[config.mk]
export PLATFORM = sky130hd
export DESIGN_NAME = supply_supervision_brake_sequencer
export DESIGN_NICKNAME = d
export VERILOG_FILES = /design/src/design/supervision_pkg.sv /design/src/design/brake_pwm.sv /design/src/design/supply_supervision_brake_sequencer.sv
export VERILOG_INCLUDE_DIRS = /design/src /design/src/design
export SDC_FILE = /design/constraint.sdc
export NUM_CORES = 2
export LEC_CHECK = 0
export ABC_AREA = 0
export BUFFER_PORTS_ARGS = -buffer_cell sky130_fd_sc_hd__buf_2
export CAP_MARGIN = 10
export CORE_MARGIN = 2
export CORE_UTILIZATION = 60
export CTS_BUF_LIST = sky130_fd_sc_hd__clkbuf_4 sky130_fd_sc_hd__clkbuf_8
export DETAILED_ROUTE_END_ITERATION = 10
export GPL_ROUTABILITY_DRIVEN = 0
export HOLD_SLACK_MARGIN = 0.1
export PLACE_DENSITY = 0.78
export SYNTH_ARGS = -nofsm -noshare
export SYNTH_HDL_FRONTEND = slang
export SYNTH_HIERARCHICAL = 1
export SYNTH_SLANG_ARGS = --single-unit
[constraint.sdc]
create_clock -name clk_sys_i -period 26.1 [get_ports clk_sys_i]
set_input_delay 2.61 -clock clk_sys_i [delete_from_list [all_inputs] [get_ports clk_sys_i]]
set_output_delay 2.61 -clock clk_sys_i [all_outputs]
set_load 0.02 [all_outputs]
[src/design/supervision_consts.svh]
// Constants for the supply supervision and brake sequencer block.
// Assumes inclusion by bare name from design and bench files.
`ifndef SUPERVISION_CONSTS_SVH
`define SUPERVISION_CONSTS_SVH

// ==========================================================
// Object indices and subindices
`define IDX_OV_THRESHOLD   16'h2034
`define IDX_UV_THRESHOLD   16'h2035
`define IDX_IDLE_TIME      16'h2036
`define IDX_REDUCE_TARGET  16'h2037
`define IDX_BRAKE_TIMING   16'h2038
`define SUB_ENTRY_COUNT    8'h00
`define SUB_CLOSE_IDLE     8'h01
`define SUB_SHUTDOWN_IDLE  8'h02
`define SUB_OPEN_DELAY     8'h03
`define SUB_START_DELAY    8'h04
`define SUB_PWM_FREQ       8'h05
`define SUB_PWM_DUTY       8'h06

// ==========================================================
// Reset values
`define RST_OV_THRESHOLD   32'h0000C20D
`define RST_UV_THRESHOLD   32'h00002710
`define RST_IDLE_TIME      32'h000003E8
`define RST_REDUCE_TARGET  32'h0FFFFFCE
`define RST_CLOSE_IDLE     32'h000003E8
`define RST_SHUTDOWN_IDLE  32'h000003E8
`define RST_OPEN_DELAY     32'h000003E8
`define RST_START_DELAY    32'h00000000
`define RST_PWM_FREQ       32'h00000000
`define RST_PWM_DUTY       32'h00000000
`define ENTRY_COUNT        8'h06

// ==========================================================
// Limits, hysteresis and field positions
`define OV_HYST_MV         32'h000007D0
`define UV_HYST_MV         32'h000005DC
`define PWM_FREQ_MAX       32'h00004E20
`define PWM_DUTY_MIN       32'h00000002
`define PWM_DUTY_MAX       32'h00000064
`define PCT_FULL           7'h64
`define CFG_REDUCE_BIT     3

// ==========================================================
// Timing
`define CLK_HZ             32'h01312D00
`define MS_PER_S           32'h000003E8
`define TICK_MS            32'h00000001
`define CYCLES_PER_MS      (`CLK_HZ / `MS_PER_S * `TICK_MS)
`define PWM_DUTY_STEP      (`CLK_HZ / 32'h00000064)

`endif

[src/design/supervision_pkg.sv]
// Types shared by the supervision block and its brake PWM generator.
// Assumes the constants header is compiled alongside.
`default_nettype none

package supervision_pkg;

  // ==========================================================
  // Brake sequencer states
  typedef enum logic [2:0] {
    ST_OFF,
    ST_OPEN_WAIT,
    ST_START_WAIT,
    ST_RUN,
    ST_CLOSE_WAIT,
    ST_SHUT_WAIT
  } brake_state_e;

  // ==========================================================
  // Whole state of the main block
  typedef struct packed {
    logic [31:0]  ov_th;
    logic [31:0]  uv_th;
    logic [31:0]  idle_time;
    logic [31:0]  reduce_target;
    logic [31:0]  close_idle;
    logic [31:0]  shut_idle;
    logic [31:0]  open_delay;
    logic [31:0]  start_delay;
    logic [31:0]  pwm_freq;
    logic [31:0]  pwm_duty;
    brake_state_e state;
    logic [31:0]  seq_ms;
    logic [31:0]  ms_div;
    logic         ms_tick;
    logic [31:0]  idle_ms;
    logic         ov_err;
    logic         uv_err;
    logic         reduced;
    logic [31:0]  limit_ma;
    logic [31:0]  rdata;
    logic         ack;
    logic         refused;
    logic         motor_en;
    logic         op_en;
    logic         brake_rel;
  } main_state_s;

  // ==========================================================
  // State of the PWM generator
  typedef struct packed {
    logic [24:0] phase;
    logic        out;
  } pwm_state_s;

endpackage

`default_nettype wire

[src/design/brake_pwm.sv]
// Brake drive PWM generator built on a phase accumulator.
// Assumes frequency and duty were range checked before they reach it.
`include "supervision_consts.svh"
`default_nettype none

module brake_pwm
  import supervision_pkg::*;
(
  input  wire logic        clk_sys_i,
  input  wire logic        rst_n_i,
  input  wire logic        enable_i,
  input  wire logic [31:0] freq_hz_i,
  input  wire logic [31:0] duty_pct_i,
  output logic             pwm_o
);

  pwm_state_s s_r;
  pwm_state_s s_nxt;
  logic [31:0] sum;
  logic [31:0] high_span;

  // ==========================================================
  // Phase accumulator
  // Add frequency, wrap at clock rate: no divider needed
  always_comb begin
    s_nxt     = s_r;
    sum       = 32'(s_r.phase) + freq_hz_i;
    high_span = 32'(duty_pct_i * `PWM_DUTY_STEP);
    if (!enable_i) begin
      s_nxt.phase = 25'h0000000;
      s_nxt.out   = 1'b0;
    end else if (freq_hz_i == 32'h00000000 || duty_pct_i == 32'h00000000) begin
      s_nxt.out = 1'b1; // Steady drive when no PWM is programmed
    end else begin
      s_nxt.phase = (sum >= `CLK_HZ) ? 25'(sum - `CLK_HZ) : 25'(sum);
      s_nxt.out   = 32'(s_nxt.phase) < high_span;
    end
  end

  // State register
  always_ff @(posedge clk_sys_i or negedge rst_n_i) begin
    if (!rst_n_i) begin
      s_r <= '0;
    end else begin
      s_r <= s_nxt;
    end
  end

  assign pwm_o = s_r.out;

endmodule

`default_nettype wire

[src/design/supply_supervision_brake_sequencer.sv]
// Supply voltage supervision, standstill current reduction and brake sequencing.
// Assumes voltage, standstill and run request come from logic on clk_sys_i.
//
// How it works
// - Over-voltage threshold register, preset, read/write
// - Under-voltage threshold register, preset, read/write
// - Above over-voltage threshold: current off, error
// - Over-voltage error clears below threshold minus 2V
// - Below under-voltage threshold: current off, error
// - Under-voltage error clears above threshold plus 1.5V
// - Reduce only after standstill idle time elapses
// - Reduction needs config bit 3 and standstill
// - Non-negative target below rated: target mA rms
// - Target -1..-100: rated times (target+100)/100
// - Stop: wait close time after standstill, brake
// - After braking wait shutdown time, current off
// - Start: current on, open delay, then release
// - After release wait start delay, operation enabled
// - Four millisecond delays plus PWM settings stored
// - Brake PWM frequency 0 to 20000 Hz
// - Brake PWM duty 0 or 2..100 percent
// - Entry count read-only, reads six
`include "supervision_consts.svh"
`default_nettype none

module supply_supervision_brake_sequencer
  import supervision_pkg::*;
#(
  parameter int unsigned MS_CYCLES = `CYCLES_PER_MS
) (
  input  wire logic        clk_sys_i,
  input  wire logic        rst_n_i,
  input  wire logic [15:0] obj_index_i,
  input  wire logic [7:0]  obj_sub_i,
  input  wire logic        obj_wr_i,
  input  wire logic        obj_rd_i,
  input  wire logic [31:0] obj_wdata_i,
  output logic [31:0]      obj_rdata_o,
  output logic             obj_ack_o,
  output logic             obj_refused_o,
  input  wire logic [31:0] supply_mv_i,
  input  wire logic [31:0] rated_current_ma_i,
  input  wire logic [31:0] motor_config_i,
  input  wire logic        standstill_i,
  input  wire logic        run_request_i,
  output logic             motor_current_en_o,
  output logic             operation_enabled_o,
  output logic             brake_drive_o,
  output logic             overvoltage_err_o,
  output logic             undervoltage_err_o,
  output logic             current_reduced_o,
  output logic [31:0]      current_limit_ma_o
);

  main_state_s s_r;
  main_state_s s_nxt;
  logic        pwm_out;
  logic        access;
  logic        mapped;
  logic        ro_hit;
  logic        bad_value;
  logic [32:0] ov_clear_lvl;
  logic [32:0] uv_clear_lvl;
  logic        fault;
  logic [31:0] cur_delay;
  logic        delay_done;
  logic        reduce_active;
  logic [6:0]  pct;
  logic [38:0] scaled;

  // ==========================================================
  // Register access decode
  // Mapped: any subindex of the four single indices, or a brake timing subindex that exists
  always_comb begin
    access    = obj_wr_i | obj_rd_i;
    mapped    = 1'b0;
    ro_hit    = 1'b0;
    bad_value = 1'b0;
    unique case (obj_index_i)
      `IDX_OV_THRESHOLD, `IDX_UV_THRESHOLD, `IDX_IDLE_TIME, `IDX_REDUCE_TARGET: begin
        mapped = 1'b1;
      end
      `IDX_BRAKE_TIMING: begin
        mapped = obj_sub_i <= `SUB_PWM_DUTY;
        ro_hit = obj_sub_i == `SUB_ENTRY_COUNT;
        if (obj_sub_i == `SUB_PWM_FREQ) begin
          bad_value = obj_wdata_i > `PWM_FREQ_MAX;
        end
        if (obj_sub_i == `SUB_PWM_DUTY) begin
          bad_value = (obj_wdata_i != 32'h00000000) &&
                      (obj_wdata_i < `PWM_DUTY_MIN || obj_wdata_i > `PWM_DUTY_MAX);
        end
      end
      default: begin
        mapped = 1'b0;
      end
    endcase
  end

  // ==========================================================
  // Hysteresis levels, widened so large values do not wrap
  assign ov_clear_lvl = 33'(supply_mv_i) + 33'(`OV_HYST_MV);
  assign uv_clear_lvl = 33'(s_r.uv_th) + 33'(`UV_HYST_MV);

  // ==========================================================
  // Reduced current arithmetic
  // Low seven bits of a -100..-1 target plus 100 give the remaining percentage
  assign pct    = 7'(s_r.reduce_target[6:0] + `PCT_FULL);
  assign scaled = (39'(rated_current_ma_i) * 39'(pct)) / 39'(`PCT_FULL);

  // Delay that the current sequencer state waits for
  always_comb begin
    unique case (s_r.state)
      ST_OPEN_WAIT:  cur_delay = s_r.open_delay;
      ST_START_WAIT: cur_delay = s_r.start_delay;
      ST_CLOSE_WAIT: cur_delay = s_r.close_idle;
      ST_SHUT_WAIT:  cur_delay = s_r.shut_idle;
      default:       cur_delay = 32'h00000000;
    endcase
  end
  assign delay_done = s_r.seq_ms > cur_delay || cur_delay == 32'h00000000;

  // ==========================================================
  // Next state of the whole block
  always_comb begin
    s_nxt         = s_r;
    fault         = 1'b0;
    reduce_active = 1'b0;
    s_nxt.ack     = access;
    s_nxt.refused = access & (~mapped | (obj_wr_i & (ro_hit | bad_value)));

    // Millisecond timebase from the system clock
    s_nxt.ms_tick = 1'b0;
    if (s_r.ms_div >= 32'(MS_CYCLES - 1)) begin
      s_nxt.ms_div  = 32'h00000000;
      s_nxt.ms_tick = 1'b1;
    end else begin
      s_nxt.ms_div = s_r.ms_div + 32'h00000001;
    end

    // Software writes; refused ones leave the stored value alone
    if (obj_wr_i && mapped && !ro_hit && !bad_value) begin
      unique case (obj_index_i)
        `IDX_OV_THRESHOLD:  s_nxt.ov_th = obj_wdata_i;
        `IDX_UV_THRESHOLD:  s_nxt.uv_th = obj_wdata_i;
        `IDX_IDLE_TIME:     s_nxt.idle_time = obj_wdata_i;
        `IDX_REDUCE_TARGET: s_nxt.reduce_target = obj_wdata_i;
        default: begin
          unique case (obj_sub_i)
            `SUB_CLOSE_IDLE:    s_nxt.close_idle = obj_wdata_i;
            `SUB_SHUTDOWN_IDLE: s_nxt.shut_idle = obj_wdata_i;
            `SUB_OPEN_DELAY:    s_nxt.open_delay = obj_wdata_i;
            `SUB_START_DELAY:   s_nxt.start_delay = obj_wdata_i;
            `SUB_PWM_FREQ:      s_nxt.pwm_freq = obj_wdata_i;
            default:            s_nxt.pwm_duty = obj_wdata_i;
          endcase
        end
      endcase
    end

    // Read data, zero for anything unmapped
    if (obj_rd_i) begin
      s_nxt.rdata = 32'h00000000;
      if (mapped) begin
        unique case (obj_index_i)
          `IDX_OV_THRESHOLD:  s_nxt.rdata = s_r.ov_th;
          `IDX_UV_THRESHOLD:  s_nxt.rdata = s_r.uv_th;
          `IDX_IDLE_TIME:     s_nxt.rdata = s_r.idle_time;
          `IDX_REDUCE_TARGET: s_nxt.rdata = s_r.reduce_target;
          default: begin
            unique case (obj_sub_i)
              `SUB_ENTRY_COUNT:   s_nxt.rdata = {24'h000000, `ENTRY_COUNT};
              `SUB_CLOSE_IDLE:    s_nxt.rdata = s_r.close_idle;
              `SUB_SHUTDOWN_IDLE: s_nxt.rdata = s_r.shut_idle;
              `SUB_OPEN_DELAY:    s_nxt.rdata = s_r.open_delay;
              `SUB_START_DELAY:   s_nxt.rdata = s_r.start_delay;
              `SUB_PWM_FREQ:      s_nxt.rdata = s_r.pwm_freq;
              default:            s_nxt.rdata = s_r.pwm_duty;
            endcase
          end
        endcase
      end
    end

    // Voltage supervision with self-clearing errors
    if (supply_mv_i > s_r.ov_th) begin
      s_nxt.ov_err = 1'b1;
    end else if (ov_clear_lvl < 33'(s_r.ov_th)) begin
      s_nxt.ov_err = 1'b0;
    end
    if (supply_mv_i < s_r.uv_th) begin
      s_nxt.uv_err = 1'b1;
    end else if (33'(supply_mv_i) > uv_clear_lvl) begin
      s_nxt.uv_err = 1'b0;
    end
    fault = s_nxt.ov_err | s_nxt.uv_err;

    // Brake sequencer; a wait ends one tick past its count, never short
    if (s_r.ms_tick && s_r.seq_ms != 32'hFFFFFFFF) begin
      s_nxt.seq_ms = s_r.seq_ms + 32'h00000001;
    end
    if (fault) begin
      s_nxt.state  = ST_OFF;
      s_nxt.seq_ms = 32'h00000000;
    end else begin
      unique case (s_r.state)
        ST_OFF: begin
          s_nxt.seq_ms = 32'h00000000;
          if (run_request_i) begin
            s_nxt.state = ST_OPEN_WAIT;
          end
        end
        ST_OPEN_WAIT, ST_START_WAIT, ST_RUN: begin
          if (!run_request_i) begin
            s_nxt.state  = ST_CLOSE_WAIT;
            s_nxt.seq_ms = 32'h00000000;
          end else if (s_r.state == ST_OPEN_WAIT && delay_done) begin
            s_nxt.state  = ST_START_WAIT;
            s_nxt.seq_ms = 32'h00000000;
          end else if (s_r.state == ST_START_WAIT && delay_done) begin
            s_nxt.state = ST_RUN;
          end
        end
        ST_CLOSE_WAIT: begin
          // Time only runs while the motor stands still
          if (!standstill_i) begin
            s_nxt.seq_ms = 32'h00000000;
          end else if (delay_done) begin
            s_nxt.state  = ST_SHUT_WAIT;
            s_nxt.seq_ms = 32'h00000000;
          end
        end
        ST_SHUT_WAIT: begin
          if (delay_done) begin
            s_nxt.state = ST_OFF;
          end
        end
      endcase
    end
    s_nxt.motor_en  = s_nxt.state != ST_OFF;
    s_nxt.brake_rel = s_nxt.state == ST_START_WAIT || s_nxt.state == ST_RUN ||
                      s_nxt.state == ST_CLOSE_WAIT;
    s_nxt.op_en     = s_nxt.state == ST_RUN;

    // Standstill idle timer for current reduction
    if (!(standstill_i && motor_config_i[`CFG_REDUCE_BIT] && s_r.motor_en)) begin
      s_nxt.idle_ms = 32'h00000000;
    end else if (s_r.ms_tick && s_r.idle_ms != 32'hFFFFFFFF) begin
      s_nxt.idle_ms = s_r.idle_ms + 32'h00000001;
    end
    reduce_active = standstill_i && motor_config_i[`CFG_REDUCE_BIT] && s_r.motor_en &&
                    (s_r.idle_ms > s_r.idle_time || s_r.idle_time == 32'h00000000);
    s_nxt.reduced  = reduce_active;
    s_nxt.limit_ma = rated_current_ma_i;
    if (reduce_active) begin
      if (!s_r.reduce_target[31] && s_r.reduce_target < rated_current_ma_i) begin
        s_nxt.limit_ma = s_r.reduce_target;
      end else if (s_r.reduce_target[31] && $signed(s_r.reduce_target) >= -32'sd100) begin
        s_nxt.limit_ma = 32'(scaled);
      end
    end
  end

  // ==========================================================
  // State register
  always_ff @(posedge clk_sys_i or negedge rst_n_i) begin
    if (!rst_n_i) begin
      s_r               <= '0;
      s_r.ov_th         <= `RST_OV_THRESHOLD;
      s_r.uv_th         <= `RST_UV_THRESHOLD;
      s_r.idle_time     <= `RST_IDLE_TIME;
      s_r.reduce_target <= `RST_REDUCE_TARGET;
      s_r.close_idle    <= `RST_CLOSE_IDLE;
      s_r.shut_idle     <= `RST_SHUTDOWN_IDLE;
      s_r.open_delay    <= `RST_OPEN_DELAY;
      s_r.start_delay   <= `RST_START_DELAY;
      s_r.pwm_freq      <= `RST_PWM_FREQ;
      s_r.pwm_duty      <= `RST_PWM_DUTY;
      s_r.state         <= ST_OFF;
    end else begin
      s_r <= s_nxt;
    end
  end

  // ==========================================================
  // Brake PWM, active only while the brake is released
  brake_pwm u_brake_pwm (
    .clk_sys_i  (clk_sys_i),
    .rst_n_i    (rst_n_i),
    .enable_i   (s_nxt.brake_rel),
    .freq_hz_i  (s_r.pwm_freq),
    .duty_pct_i (s_r.pwm_duty),
    .pwm_o      (pwm_out)
  );

  // Outputs
  assign obj_rdata_o         = s_r.rdata;
  assign obj_ack_o           = s_r.ack;
  assign obj_refused_o       = s_r.refused;
  assign motor_current_en_o  = s_r.motor_en;
  assign operation_enabled_o = s_r.op_en;
  assign brake_drive_o       = pwm_out;
  assign overvoltage_err_o   = s_r.ov_err;
  assign undervoltage_err_o  = s_r.uv_err;
  assign current_reduced_o   = s_r.reduced;
  assign current_limit_ma_o  = s_r.limit_ma;

endmodule

`default_nettype wire

==> out/qor.yml <==
setup_viol: 0
port_buffers: 198
synth_warnings: 6
synth_cell_type_count: 151
drt-wirelength-per-cell_um: 22.93
clock_skew_ns: 0.04849
cts_tree: "done"
antenna_found_initial: 36
crit_fanout: 11
async_flop_share: 1.000
muxShareOfSynthArea: 0.07491
critPathKind: "in -> reg"
initial_core_util: 0.6075
vias: 52010
fillers: 6931
wl_mm: 180.3
clkSinkCount: 517
yosys.area_share.simple: 0.1764
crit_family: "compound AO/OA/AOI/OAI gates"
clkLatencyLatePin_ns: 0.77
tightest_slew_ns: 1.232
grt_max_degree: 174
grt_pass1_vias: 50590
max_freq_ghz: 0.03977
synth-seq-area-share: 0.2416
cts-htree-levels: 3
clkSlewWorstSetupHoldPaths_ns: 0.06
drt_pass1_iterations: 7
stdcell_area_sq_um: 60810
area_growth_pct: 12.91
coreArea_sq_um: 88650
syn_area_sq_um: 53850
die_height_um: 303.6
die_area_sq_um: 92170
num_rows: 109
die_w_um: 303.6
crit_slowest_cell: "fa_1"
layout-drive-gt1-share: 0.2052
synthAdderAreaFrac: 0.1823
viasPerCell: 6.613
ios: 230
drtAntennaViolNets: 0
drc: 0
syn_area_per_cell_sq_um: 8.720
hold_viol: 0
synth_xor_xnor_area_share: 0.04240
drv_cap: 0
overflow: 0
cp-start-kind: "input port"
arrival_ns: 25.83
drtIter0Drc: 5873
synth_cells: 6176
synth_top_family_by_area: "compound AO/OA/AOI/OAI gates"
path_buf_inv: 17
slowest_delay_ns: 0.55
fin_crit_ns: 25.14
min_period_over_period: 0.9634
synth_compound_area_frac: 0.2126
synth-edff-count: 0
cp_common_cell: "buf_4"
outcome: "completed"
setup_tns_ns: 0
hpwl_mm: 135.6
cp-end-kind: "register"
ys.flop_type: "dfrtp_1"
cts_buffers: 91
hold_path_class: "reg -> reg"
critPathRequiredTime_ns: 26.79
cts_root_buf: "clkbuf_8"
placed_cell_area_sq_um: 58210
slew_viol_final: 0
relSlewSlack: 0.1779
grt_pass1_wl_mm: 276.1
cts_buffer_depth: 3
fin_nets: 7403
post-route-util: 0.6859
track_usage: 0.3817
ys_ff_latch: 517
-- per-layer routing --
layer,up-vias,part of all wire,global-route usage
met1,25180,0.37,0.4740
li1,23030,-,-
met3,817,0.11,0.08639
met4,22,0.071,0.2403
met5,-,0.00076,0
met2,2961,0.45,0.6027
-- worst register-to-register path, delay by kind of cell (launching register included) --
kind / cells / cell delay [ns]
AO/OA/AOI/OAI: 43 / 10.37
AND/OR/NAND/NOR: 23 / 5.23
XOR/XNOR: 1 / 0.42
flip-flops: 1 / 0.78
multiplexers: 4 / 1.25
buffers and inverters: 26 / 4.10
adder cells (fa/ha/maj): 6 / 2.91
-- cell usage after synthesis, types with 28 or more instances --
cell,count,area [sq um]
nand2b_1,76,475.5
a221o_1,29,290.3
o21ai_0,276,1381
a211o_1,28,245.2
a21o_1,71,533.0
nand2_1,542,2034
mux2i_1,119,1191
a31oi_1,50,312.8
o2bb2ai_1,35,306.5
inv_1,540,2027
nor2_1,380,1426
mux2_2,235,2646
o21a_1,39,292.8
o21ai_1,45,225.2
buf_2,41,205.2
clkbuf_1,198,743.2
buf_4,80,600.6
dfstp_2,60,1577
a221oi_1,55,481.7
a21oi_1,339,1697
nor3_1,117,585.6
nor4_1,60,375.4
xnor2_1,147,1287
o22ai_1,88,550.5
xor2_1,110,963.4
nand3_1,135,675.7
and2_1,157,982.2
a211oi_1,42,315.3
ha_1,435,5443
or3_1,44,275.3
fa_1,215,4304
a22o_1,54,473.0
dfrtp_1,457,11440
o211ai_1,55,412.9
nor2b_1,71,444.2
nand4_1,120,750.7
and3_1,47,294.0
-- cells in the final DEF (no fill, tap or decap), types with 47 or more instances in the layout --
master / count
nand2_1: 541
inv_1: 540
buf_4: 459
dfrtp_1: 457
ha_1: 431
nor2_1: 375
a21oi_1: 336
o21ai_0: 274
mux2_2: 235
fa_1: 215
buf_2: 196
and2_1: 157
xnor2_1: 143
nand3_1: 134
nand4_1: 120
mux2i_1: 118
clkbuf_8: 114
nor3_1: 112
xor2_1: 108
o22ai_1: 88
nand2b_1: 76
nor2b_1: 71
a21o_1: 71
dfstp_2: 60
nor4_1: 57
a221oi_1: 55
o211ai_1: 55
a22o_1: 53
and3_1: 47
a31oi_1: 47
-- repair_timing --
item | 4_1_cts | 5_1_grt
resized for setup | 0 | 68
endpoints found under the setup margin | 0 | 4
hold buffers | 0 | 0
buffers inserted | 0 | 4
-- kinds of logic (layout without fill, tap and decap cells) --
kind of cell	Yosys count	count (layout)
xor+xnor	259	259
fa+ha+maj	657	657
mux	368	368
simple gates	1889	1889
compound gates	1593	1593
buf+inv	892	1370
flops	517	517
other cells	1	47
-- path summary, 6_finish.rpt --
path / slack [ns] / end / from / depth (start not counted)
min: 0.48 / obj_rdata_o[21] / obj_rdata_o[21] / 1
max reg2reg: 1.01 / current_limit_ma_o[0] / s_r[366] / 103
min reg2reg: 0.48 / obj_rdata_o[21] / obj_rdata_o[21] / 1
max: 0.96 / current_limit_ma_o[0] / rated_current_ma_i[8] / 93
min in group asynchronous: 1.95 / u_brake_pwm/pwm_o / rst_n_i / 1
max in group asynchronous: 21.73 / s_r[423] / rst_n_i / 3
-- cell type report --
type | count | area [sq um] | share of cell area
Timing Repair Buffer | 657 | 4462 | 0.07338
Multi-Input combinational cell | 4783 | 37600 | 0.6184
Inverter | 545 | 2046 | 0.03364
Clock buffer | 138 | 1749 | 0.02877
Clock inverter | 30 | 399.1 | 0.006564
Sequential cell | 517 | 13010 | 0.2140
Antenna cell | 30 | 75.07 | 0.001235
Tap cell | 1165 | 1458 | 0.02397
-- state kept, by name (all words and copies together), names as in the netlist, 25 cells and up --
register,flops
s_r,420
u_brake_pwm/s_r,25
current_limit_ma_o,32
obj_rdata_o,32
-- metrics by stage --
stage | cells | hold slack [ns] | worst slack [ns]
final | 7865 | 0.4833 | 0.9565
after detailed placement | 7663 | 0.4683 | -0.02386
after global routing | 7848 | 0.4932 | -0.05600
after CTS | 7831 | 0.4852 | 0.6500
after global placement | 7663 | 0.4649 | 0.5720
after floorplan | 6192 | 0.4553 | 1.934
Power is left out: the tool's default activity adds up to more than one toggle a clock period on the data nets, which glitch-free logic cannot reach.
